## src/core/boot_select_pkg.sv

```systemverilog
// Constants, field layouts and carrier types for the dual partition boot selector.
// Assumes a single 20 MHz clock and an Avalon-MM register slave with 32-bit data.
package boot_select_pkg;

  // Register byte offsets on the Avalon-MM slave
  localparam logic [4:0] MODE_CFG_OFFSET = 5'h00;  // partition_mode_config
  localparam logic [4:0] SEQ0_OFFSET = 5'h04;  // boot_sequence_word of partition 0
  localparam logic [4:0] SEQ1_OFFSET = 5'h08;  // boot_sequence_word of partition 1
  localparam logic [4:0] STATUS_OFFSET = 5'h0c;  // Selection status
  localparam logic [4:0] WR_CTRL_OFFSET = 5'h10;  // Partition write enables

  // Partition mode field, bits 1..0 of the mode word
  localparam int MODE_FIELD_LSB = 0;
  localparam logic [1:0] MODE_SINGLE = 2'h3;
  localparam logic [1:0] MODE_DUAL = 2'h2;
  localparam logic [1:0] MODE_PROT_DUAL = 2'h1;
  localparam logic [1:0] MODE_RESERVED = 2'h0;
  localparam logic [13:0] MODE_UNIMPL_ONES = 14'h3fff;  // Bits 15..2 read as one

  // Sequence word layout
  localparam int BOOT_NUM_LSB = 0;
  localparam int INV_NUM_LSB = 12;

  // Erased program-once values
  localparam logic [15:0] MODE_ERASED = 16'hffff;
  localparam logic [23:0] SEQ_ERASED = 24'hffffff;

  // Status register bit positions
  localparam int ST_READY = 0;
  localparam int ST_ACTIVE = 1;
  localparam int ST_DUAL = 2;
  localparam int ST_PROT = 3;
  localparam int ST_VALID0 = 4;
  localparam int ST_VALID1 = 5;
  localparam int ST_BLOCKED = 6;

  // Write control bit positions
  localparam int WR_EN0 = 0;
  localparam int WR_EN1 = 1;

  // Edges after reset release before the synchronised words are trusted
  localparam logic [1:0] LOAD_WAIT = 2'h2;

  // Boot number and its stored inverse
  typedef struct packed {
    logic [11:0] inv_num;
    logic [11:0] boot_num;
  } seq_word_t;

  // All configuration words travel together
  typedef struct packed {
    logic [15:0] mode;
    seq_word_t seq0;
    seq_word_t seq1;
  } cfg_words_t;

endpackage

```

## src/core/dual_partition_boot_select.sv

```systemverilog
// Dual partition boot selector: captures the program-once configuration words
// after reset, picks the active partition, gates partition writes, and serves
// the words and status over an Avalon-MM slave with waitrequest.
// Assumes the configuration words arrive as static levels from the
// nonvolatile array, outside this clock domain.
//
// Our own choices: the Avalon-MM interface to the registers and the placing of the registers.
`timescale 1ns/1ps

module dual_partition_boot_select (
  input wire logic ref_clk,
  input wire logic rst_b,
  input wire boot_select_pkg::cfg_words_t cfg_words_pin,  // From nonvolatile array
  input wire logic [4:0] address,
  input wire logic read,
  input wire logic write,
  input wire logic [31:0] writedata,
  input wire logic [3:0] byteenable,
  output logic [31:0] readdata,
  output logic waitrequest,
  output logic cfg_ready,
  output logic active_part,
  output logic dual_mode,
  output logic part0_wr_en,
  output logic part1_wr_en
);

  // Load sequencing states
  typedef enum logic [1:0] {LOAD_SYNC, LOAD_CAPTURE, LOAD_DONE} load_state_t;

  boot_select_pkg::cfg_words_t sync1_q;  // First synchroniser stage only
  boot_select_pkg::cfg_words_t sync2_q;  // Second stage, safe to read
  boot_select_pkg::cfg_words_t cfg_q;  // Captured words, fixed until next reset
  load_state_t state_q;
  logic [1:0] wait_cnt_q;  // Settling edges after reset release
  logic ready_q;  // Words captured; gives cfg_ready straight from a flop
  logic active_q;  // Active partition index
  logic dual_q;  // Either dual mode
  logic prot_q;  // Protected dual mode
  logic valid0_q;
  logic valid1_q;
  logic blocked_q;  // Sticky: a refused partition 1 enable
  logic [1:0] wr_ctrl_q;  // Software write enables
  logic [31:0] rdata_q;
  logic wait_q;
  logic en0_q;
  logic en1_q;

  // Combinational decisions from the synchronised and captured words
  logic [1:0] mode_field;
  logic v0;
  logic v1;
  logic pick;
  logic ack;  // Access completes at this edge
  logic p1_locked;

  assign mode_field = cfg_q.mode[boot_select_pkg::MODE_FIELD_LSB +: 2];
  assign ack = (read | write) & ~wait_q;
  // A partition 1 enable is refused while protected and partition 1 is not active
  assign p1_locked = prot_q & ~active_q;

  // Inverse must match bit for bit, otherwise the word cannot vote
  always_comb begin
    v0 = (sync2_q.seq0.inv_num == ~sync2_q.seq0.boot_num);
    v1 = (sync2_q.seq1.inv_num == ~sync2_q.seq1.boot_num);
    // Lower unsigned number wins; a tie or no valid word falls to partition 0
    if (v0 && v1) begin
      pick = (sync2_q.seq1.boot_num < sync2_q.seq0.boot_num);
    end else if (v1) begin
      pick = 1'b1;
    end else begin
      pick = 1'b0;
    end
  end

  // Two-flop synchroniser; the words are static, so no word skew matters
  always_ff @(posedge ref_clk or negedge rst_b) begin
    if (!rst_b) begin
      sync1_q <= {boot_select_pkg::MODE_ERASED, boot_select_pkg::SEQ_ERASED,
                  boot_select_pkg::SEQ_ERASED};
      sync2_q <= {boot_select_pkg::MODE_ERASED, boot_select_pkg::SEQ_ERASED,
                  boot_select_pkg::SEQ_ERASED};
    end else begin
      sync1_q <= cfg_words_pin;
      sync2_q <= sync1_q;
    end
  end

  // Load sequencer: settle, capture once, then hold until the next reset
  always_ff @(posedge ref_clk or negedge rst_b) begin
    if (!rst_b) begin
      state_q <= LOAD_SYNC;
      wait_cnt_q <= 2'h0;
      ready_q <= 1'b0;
    end else begin
      case (state_q)
        LOAD_SYNC: begin
          if (wait_cnt_q == boot_select_pkg::LOAD_WAIT) begin
            state_q <= LOAD_CAPTURE;
          end else begin
            wait_cnt_q <= wait_cnt_q + 2'h1;
          end
        end
        LOAD_CAPTURE: begin
          state_q <= LOAD_DONE;
          // Rises together with LOAD_DONE, so it never runs ahead of the captured words
          ready_q <= 1'b1;
        end
        default: begin
          state_q <= LOAD_DONE;
        end
      endcase
    end
  end

  // Capture words and selection; never rewritten at run time
  always_ff @(posedge ref_clk or negedge rst_b) begin
    if (!rst_b) begin
      cfg_q <= {boot_select_pkg::MODE_ERASED, boot_select_pkg::SEQ_ERASED,
                boot_select_pkg::SEQ_ERASED};
      active_q <= 1'b0;
      dual_q <= 1'b0;
      prot_q <= 1'b0;
      valid0_q <= 1'b0;
      valid1_q <= 1'b0;
    end else if (state_q == LOAD_CAPTURE) begin
      cfg_q <= sync2_q;
      valid0_q <= v0;
      valid1_q <= v1;
      // Reserved code runs as single partition, the safe reading
      case (sync2_q.mode[boot_select_pkg::MODE_FIELD_LSB +: 2])
        boot_select_pkg::MODE_DUAL: begin
          dual_q <= 1'b1;
          prot_q <= 1'b0;
          active_q <= pick;
        end
        boot_select_pkg::MODE_PROT_DUAL: begin
          dual_q <= 1'b1;
          prot_q <= 1'b1;
          active_q <= pick;
        end
        default: begin
          dual_q <= 1'b0;
          prot_q <= 1'b0;
          active_q <= 1'b0;
        end
      endcase
    end
  end

  // Avalon handshake: waitrequest held high until LOAD_DONE, then one wait cycle and one cycle low per access
  always_ff @(posedge ref_clk or negedge rst_b) begin
    if (!rst_b) begin
      wait_q <= 1'b1;
      rdata_q <= 32'h0;
    end else if ((read | write) && wait_q && state_q == LOAD_DONE) begin
      wait_q <= 1'b0;
      rdata_q <= 32'h0;
      if (address == boot_select_pkg::MODE_CFG_OFFSET) begin
        rdata_q[15:0] <= {boot_select_pkg::MODE_UNIMPL_ONES, mode_field};
      end else if (address == boot_select_pkg::SEQ0_OFFSET) begin
        rdata_q[23:0] <= cfg_q.seq0;
      end else if (address == boot_select_pkg::SEQ1_OFFSET) begin
        rdata_q[23:0] <= cfg_q.seq1;
      end else if (address == boot_select_pkg::STATUS_OFFSET) begin
        rdata_q[6:0] <= {blocked_q, valid1_q, valid0_q, prot_q, dual_q, active_q, 1'b1};
      end else if (address == boot_select_pkg::WR_CTRL_OFFSET) begin
        rdata_q[1:0] <= wr_ctrl_q;
      end else begin
        rdata_q <= 32'h0;  // Unmapped reads return zero
      end
    end else begin
      wait_q <= 1'b1;
    end
  end

  // Write control and the sticky refusal flag; a new refusal beats a clear
  always_ff @(posedge ref_clk or negedge rst_b) begin
    if (!rst_b) begin
      wr_ctrl_q <= 2'h0;
      blocked_q <= 1'b0;
    end else begin
      if (write && ack && byteenable[0] &&
          address == boot_select_pkg::WR_CTRL_OFFSET) begin
        wr_ctrl_q <= writedata[1:0];
        blocked_q <= (writedata[boot_select_pkg::WR_EN1] & p1_locked) | blocked_q;
      end else if (write && ack && byteenable[0] &&
                   address == boot_select_pkg::STATUS_OFFSET &&
                   writedata[boot_select_pkg::ST_BLOCKED]) begin
        blocked_q <= 1'b0;  // Write one to clear
      end
    end
  end

  // Enables to the flash controller; partition 1 gated in protected mode while partition 1 is not active
  always_ff @(posedge ref_clk or negedge rst_b) begin
    if (!rst_b) begin
      en0_q <= 1'b0;
      en1_q <= 1'b0;
    end else begin
      en0_q <= wr_ctrl_q[boot_select_pkg::WR_EN0] & (state_q == LOAD_DONE);
      en1_q <= wr_ctrl_q[boot_select_pkg::WR_EN1] & ~p1_locked & (state_q == LOAD_DONE);
    end
  end

  assign readdata = rdata_q;
  assign waitrequest = wait_q;
  assign cfg_ready = ready_q;
  assign active_part = active_q;
  assign dual_mode = dual_q;
  assign part0_wr_en = en0_q;
  assign part1_wr_en = en1_q;

  // Checks
  logic done;
  assign done = (state_q == LOAD_DONE);
endmodule

```

## config.mk

```make
export PLATFORM = sky130hd
export DESIGN_NAME = dual_partition_boot_select
export DESIGN_NICKNAME = d
export VERILOG_FILES = /design/src/core/boot_select_pkg.sv /design/src/core/dual_partition_boot_select.sv
export SDC_FILE = /design/constraint.sdc
export NUM_CORES = 1
export LEC_CHECK = 0
export ABC_AREA = 0
export BUFFER_PORTS_ARGS = -buffer_cell sky130_fd_sc_hd__buf_2
export CAP_MARGIN = 20
export CORE_ASPECT_RATIO = 0.6
export CORE_MARGIN = 5
export CORE_UTILIZATION = 40
export DETAILED_ROUTE_END_ITERATION = 6
export GPL_TIMING_DRIVEN = 0
export PLACE_DENSITY = 0.69
export SLEW_MARGIN = 20
export SYNTH_ARGS = -nofsm -noshare
export SYNTH_HDL_FRONTEND = slang
export SYNTH_SLANG_ARGS = --single-unit
```

## constraint.sdc

```tcl
create_clock -name ref_clk -period 1.6 [get_ports ref_clk]
set_input_delay 0.4 -clock ref_clk [delete_from_list [all_inputs] [get_ports ref_clk]]
set_output_delay 0.4 -clock ref_clk [all_outputs]
set_load 0.05 [all_outputs]
```

== Word-level counts from Yosys, hierarchy flattened ==
Index checks and enable logic that the tools add are counted.

* Flip-flop bits (word level): 198
* Input bits: 109
* Output and inout bits: 38
* Logic and storage cells: 86

* Add/sub/neg operators: 1
* $lt $le $gt $ge: 1
* Equality and inequality tests: 12
* Muxes and demuxes: 16
* Bitwise gates (word level): 14
* Reduce and logical (&&, ||, !) cells: 13

{| class="wikitable"
|+ Operators by type and width
! cell !! count
|-
| $mux W24 || 2
|-
| $eq A12 B12 Y1 || 2
|-
| $not A12 Y12 || 2
|-
| $mux W16 || 1
|-
| $lt A12 B12 Y1 || 1
|-
| $eq A5 B4 Y1 const B || 2
|-
| $logic_and A1 B1 Y1 || 8
|-
| $mux W1 || 8
|-
| $mux W8 || 1
|-
| $mux W7 || 1
|-
| $and A1 B1 Y1 || 6
|-
| $eq A2 B2 Y1 const B || 3
|-
| $mux W2 || 3
|-
| $eq A5 B3 Y1 const B || 1
|-
| $eq A5 B5 Y1 const B || 1
|-
| $logic_not A5 Y1 || 1
|-
| $eq A2 B1 Y1 const B || 2
|-
| $not A1 Y1 || 4
|-
| $add A2 B1 Y2 const B || 1
|-
| $logic_not A2 Y1 || 1
|-
| $ne A2 B2 Y1 const B || 1
|-
| $or A1 B1 Y1 || 2
|-
| $reduce_and A2 Y1 || 1
|-
| $reduce_bool A2 Y1 || 1
|-
| $reduce_or A2 Y1 || 1
|}

== Longest topological paths before layout ==
* Depth after elaboration: 8
* Gate-level depth with buffers: 7
* Mapped depth without buffers: 7

== Worst setup path before layout ==
No wires, ideal clock.

* Path kind: reg-to-reg
* Start point: register sync2_q[32] (netlist bit)
* End point: register active_q, in the netlist active_part
* Setup time: 0.124 ns
* Arrival: 1.603 ns
* Data required time: 1.476 ns
* Path slack: -0.128 ns
* Cell stages (with the launch flop): 8
* Path buffers: 0
* Clock period less this slack: 1.728 ns
* Path through: dfstp_2 -> inv_1 -> ha_1 -> and3_1 -> nand3_1 -> or4_1 -> o211ai_1 -> o21ai_1

* Cells in the longest elaborated chain, start to end: 5
* Elaborated cells between the ends (all ways): 6
* Those cells by class: 1 x order compare; 1 x eq/ne; 2 x mux; 1 x bitwise; 1 x reduce/logical

{| class="wikitable"
|+ RTL lines
! element !! RTL line !! RTL
|-
| from (decl) || dual_partition_boot_select.sv:32 || <nowiki>boot_select_pkg::cfg_words_t sync2_q;</nowiki>
|-
| from (signal assigned) || dual_partition_boot_select.sv:81 || <nowiki>sync2_q <= {boot_select_pkg::MODE_ERASED, boot_select_pkg::SEQ_ERASED,</nowiki>
|-
| from (signal assigned) || dual_partition_boot_select.sv:85 || <nowiki>sync2_q <= sync1_q;</nowiki>
|-
| parallel branches: the longest is 3 deep, another holds $lt A12 B12 Y1 || -- ||
|-
| $mux W1 * || dual_partition_boot_select.sv:67 || <nowiki>if (v0 && v1) begin</nowiki>
|-
| $mux W1 * || dual_partition_boot_select.sv:131 || <nowiki>case (sync2_q.mode[boot_select_pkg::MODE_FIELD_LSB +: 2])</nowiki>
|-
| to (signal assigned) || dual_partition_boot_select.sv:135 || <nowiki>active_q <= pick;</nowiki>
|-
| to (signal assigned) || dual_partition_boot_select.sv:140 || <nowiki>active_q <= pick;</nowiki>
|-
| to (decl) || dual_partition_boot_select.sv:37 || <nowiki>logic active_q;</nowiki>
|}

Mark *: on every way between the ends.
A chain may end at the register's enable or synchronous reset.

== Worst setup path after layout ==
* Start point: register sync2_q[30] (netlist bit)
* End point: register active_q, in the netlist active_part

Same word-level chain as after synthesis.

==> results.cfg <==
[logic_synthesis]
synth_top_area_cell = dfstp_2
yosysUniqueCellTypes = 48
ys_seq_elements = 190
ys_seq_area_share_pct = 69.69
synthesis.area_um2 = 7093
async_flop_share_pct = 100.0
synth_compound_area_share_pct = 7.709
synth_top_area_share_pct = 55.94
synth_mux_area_share_pct = 1.164
synthAdderAreaFrac_pct = 2.293
synth.area.top_cells = dfstp_2, dfrtp_1, nand2_1
syn_area_per_cell_um2 = 12.04
synth_simple_gate_area_share_pct = 12.77
synth_edf_count = 0
synth_top_family_by_area = simple AND/OR/NAND/NOR gates
syn-instance-count = 589
synth_xor_area_share_pct = 3.087
synth_flop_cell = dfstp_2
yosys_warnings = 0

[detailed_routing]
first_pass_iters = 5
vias = 4606
ant_nets = 0
routed_wl_mm = 16.48
routedWlPerCell_um = 17.19
drt_iter0_markers = 478
drc = 0
via_per_inst = 4.803

[timing]
maxSlewViolCount = 0
finalCritPeriodShare_pct = 119.8
setup_violations = 1
timing.slew.headroom_pct = 63.52
holdWs_ns = 0.06005
worst_slew_pin_slew_ns = 0.5471
setup_ws_ns = -0.3162
grt_setup_unrepaired = yes
skew_ns = 0.01175
fin_crit_ns = 1.916
fmaxAchievable_mhz = 521.9
fin_setup_tns_ns = -0.3162
hold_violations = 0

[cells_and_area]
nets = 834
fin_area_um2 = 8653
mostFrequentLayoutCell = nand2_1
layout-drive-gt1-share_pct = 44.97
final_cell_mix = nand2_1, dfstp_2, buf_2, dfrtp_1, o21ai_1
finalNonFillerCells = 959
post-route-util_pct = 50.11
syn2layout_area_growth_pct = 22.00
diodes = 0

[setup_path]
critPathLaunchType = flop
worst-path-max-fanout = 2
r2r_end = active_part$_DFFE_PN0N_
cp.required_ns = 1.91
regToRegSetupSlack_ns = -0.32
rr_worst_depth = 7
critPathKind = reg2reg
cp.arrival_ns = 2.22
end_kind = flop
reg2reg_from = sync2_q[30]$_DFF_PN1_

[status]
violations = negative setup slack
status = complete, but fails checks

[power]
ir_drop_mv = 0.6137
p_leak_nw = 3.962
total_power_mw = 10.49
p_per_area_nw_per_um2 = 1212

[clock_tree]
insertion_delay_ns = 0.43
clk_path_buf_depth = 2
cts_tree = built
clock_sinks = 190
h-tree-depth = 4
clockRootBuffer = clkbuf_16
numCtsBuffers = 17
clkTransAtPathRegs_ns = 0.08

[grt]
grt.overflow.total = 0
antenna_found_initial = 0
first_global_vias = 4703
grt_max_degree = 108
grt_pass1_wl_mm = 26.29
grt_use_total_pct = 16.48

[floorplanning]
core_area_um2 = 17270
die-area_um2 = 20580
die_w_um = 181.9
num_rows = 37
die_h_um = 113.2
ios = 147
start_util_pct = 41.08

[place]
dpl_cell_area_um2 = 7905
placement.io_buffers = 91
globalplace.congestion = 0.9146
pre_cts_slack_ns = -0.3036
hpwl_mm = 11.82
dp.cells = 922

[min_path]
hold_class = in2reg
worstHoldPathCells = 1
min_from = cfg_words_pin[27]
min_to = sync1_q[27]$_DFF_PN1_

[run]
maxCapViolations = 0
routing by layer:
metal	vias up	part of all wire [%]	global-route usage [%]	wire [µm]
li1	2167	-	-	-
met1	2225	49	26.34	8087
met2	197	41	22.21	6710
met3	17	9.3	4.240	1525
met4	0	0.95	3.748	157
met5	-	0	0	0
critical path, cell delays in order, from the launching register on:
cell,delay (ns)
dfstp_2,0.55
inv_2,0.06
ha_1,0.30
and3_4,0.20
nand3_2,0.07
or4_1,0.39
o211ai_1,0.14
o21ai_1,0.08
cell usage after synthesis, drive strengths merged, types with 2 or more instances:
library cell / instances
nand2: 172
dfstp: 151
o21ai: 47
dfrtp: 39
buf: 19
inv: 16
clkbuf: 13
ha: 13
xnor2: 13
xor2: 12
a21oi: 11
a22oi: 8
nor2: 8
o211ai: 7
mux2i: 6
nand2b: 6
nand4: 6
a21o: 4
and3: 4
nor2b: 4
a2111oi: 3
nor3: 3
nor4: 3
a211oi: 2
a31oi: 2
mux2: 2
nand3: 2
or3: 2
state kept, by name, summed over array words and instances (netlist names):
signal       count
sync1_q         50
dual_mode        1
state_q          2
wait_cnt_q       2
waitrequest      1
blocked_q        1
part1_wr_en      1
cfg_q           50
sync2_q         50
prot_q           1
wr_ctrl_q        2
valid0_q         1
part0_wr_en      1
readdata        24
valid1_q         1
cfg_ready        1
active_part      1
layout make-up:
cell class / instances / area, µm²
repair buffers: 97 / 546.8
well taps: 234 / 292.8
clock inverters: 15 / 186.4
plain buffers: 32 / 183.9
flip-flops and latches: 190 / 4943
clock buffers: 17 / 425.4
multi-input cells: 358 / 2014
fillers: 1520 / 8615
inverters: 16 / 60.06
cells by family (layout without fill, tap and decap cells):
group / count (synthesis) / count (layout)
xor+xnor: 25 / 25
mux: 8 / 8
other cells: 1 / 8
simple gates: 215 / 215
fa+ha+maj: 13 / 13
buf+inv: 48 / 177
compound gates: 89 / 89
flops: 190 / 190
power breakdown:
| part | internal (mW) | switching, mW | total, mW |
|---|---|---|---|
| Combinational | 0.283 | 0.577 | 0.860 |
| Sequential | 5.20 | 0.165 | 5.36 |
| Clock | 2.14 | 2.13 | 4.26 |
| Total | 7.62 | 2.87 | 10.5 |
how the worst max path moves through the flow:
stage / from / to / slack (ns) / cells past startpoint
finish: sync2_q[30]$_DFF_PN1_ / active_part$_DFFE_PN0N_ / -0.32 / 7
global route: sync2_q[30]$_DFF_PN1_ / active_part$_DFFE_PN0N_ / -0.38 / 7
CTS: sync2_q[31]$_DFF_PN1_ / active_part$_DFFE_PN0N_ / -0.26 / 7
detailed placement: sync2_q[31]$_DFF_PN1_ / active_part$_DFFE_PN0N_ / -0.30 / 7
global placement: rst_b / active_part$_DFFE_PN0N_ / -2.68 / 1
floorplan: sync2_q[31]$_DFF_PN1_ / active_part$_DFFE_PN0N_ / -0.12 / 7
what timing repair did:
item / CTS / global route
hold buffers: 1 / 0
endpoints found under the hold margin: 31 / 0
gates resized for setup: 8 / 31
pin swaps: 0 / 1
buffers inserted: 4 / 0
endpoints found under the setup margin: 2 / 167
(Power assumes the default switching activity.)
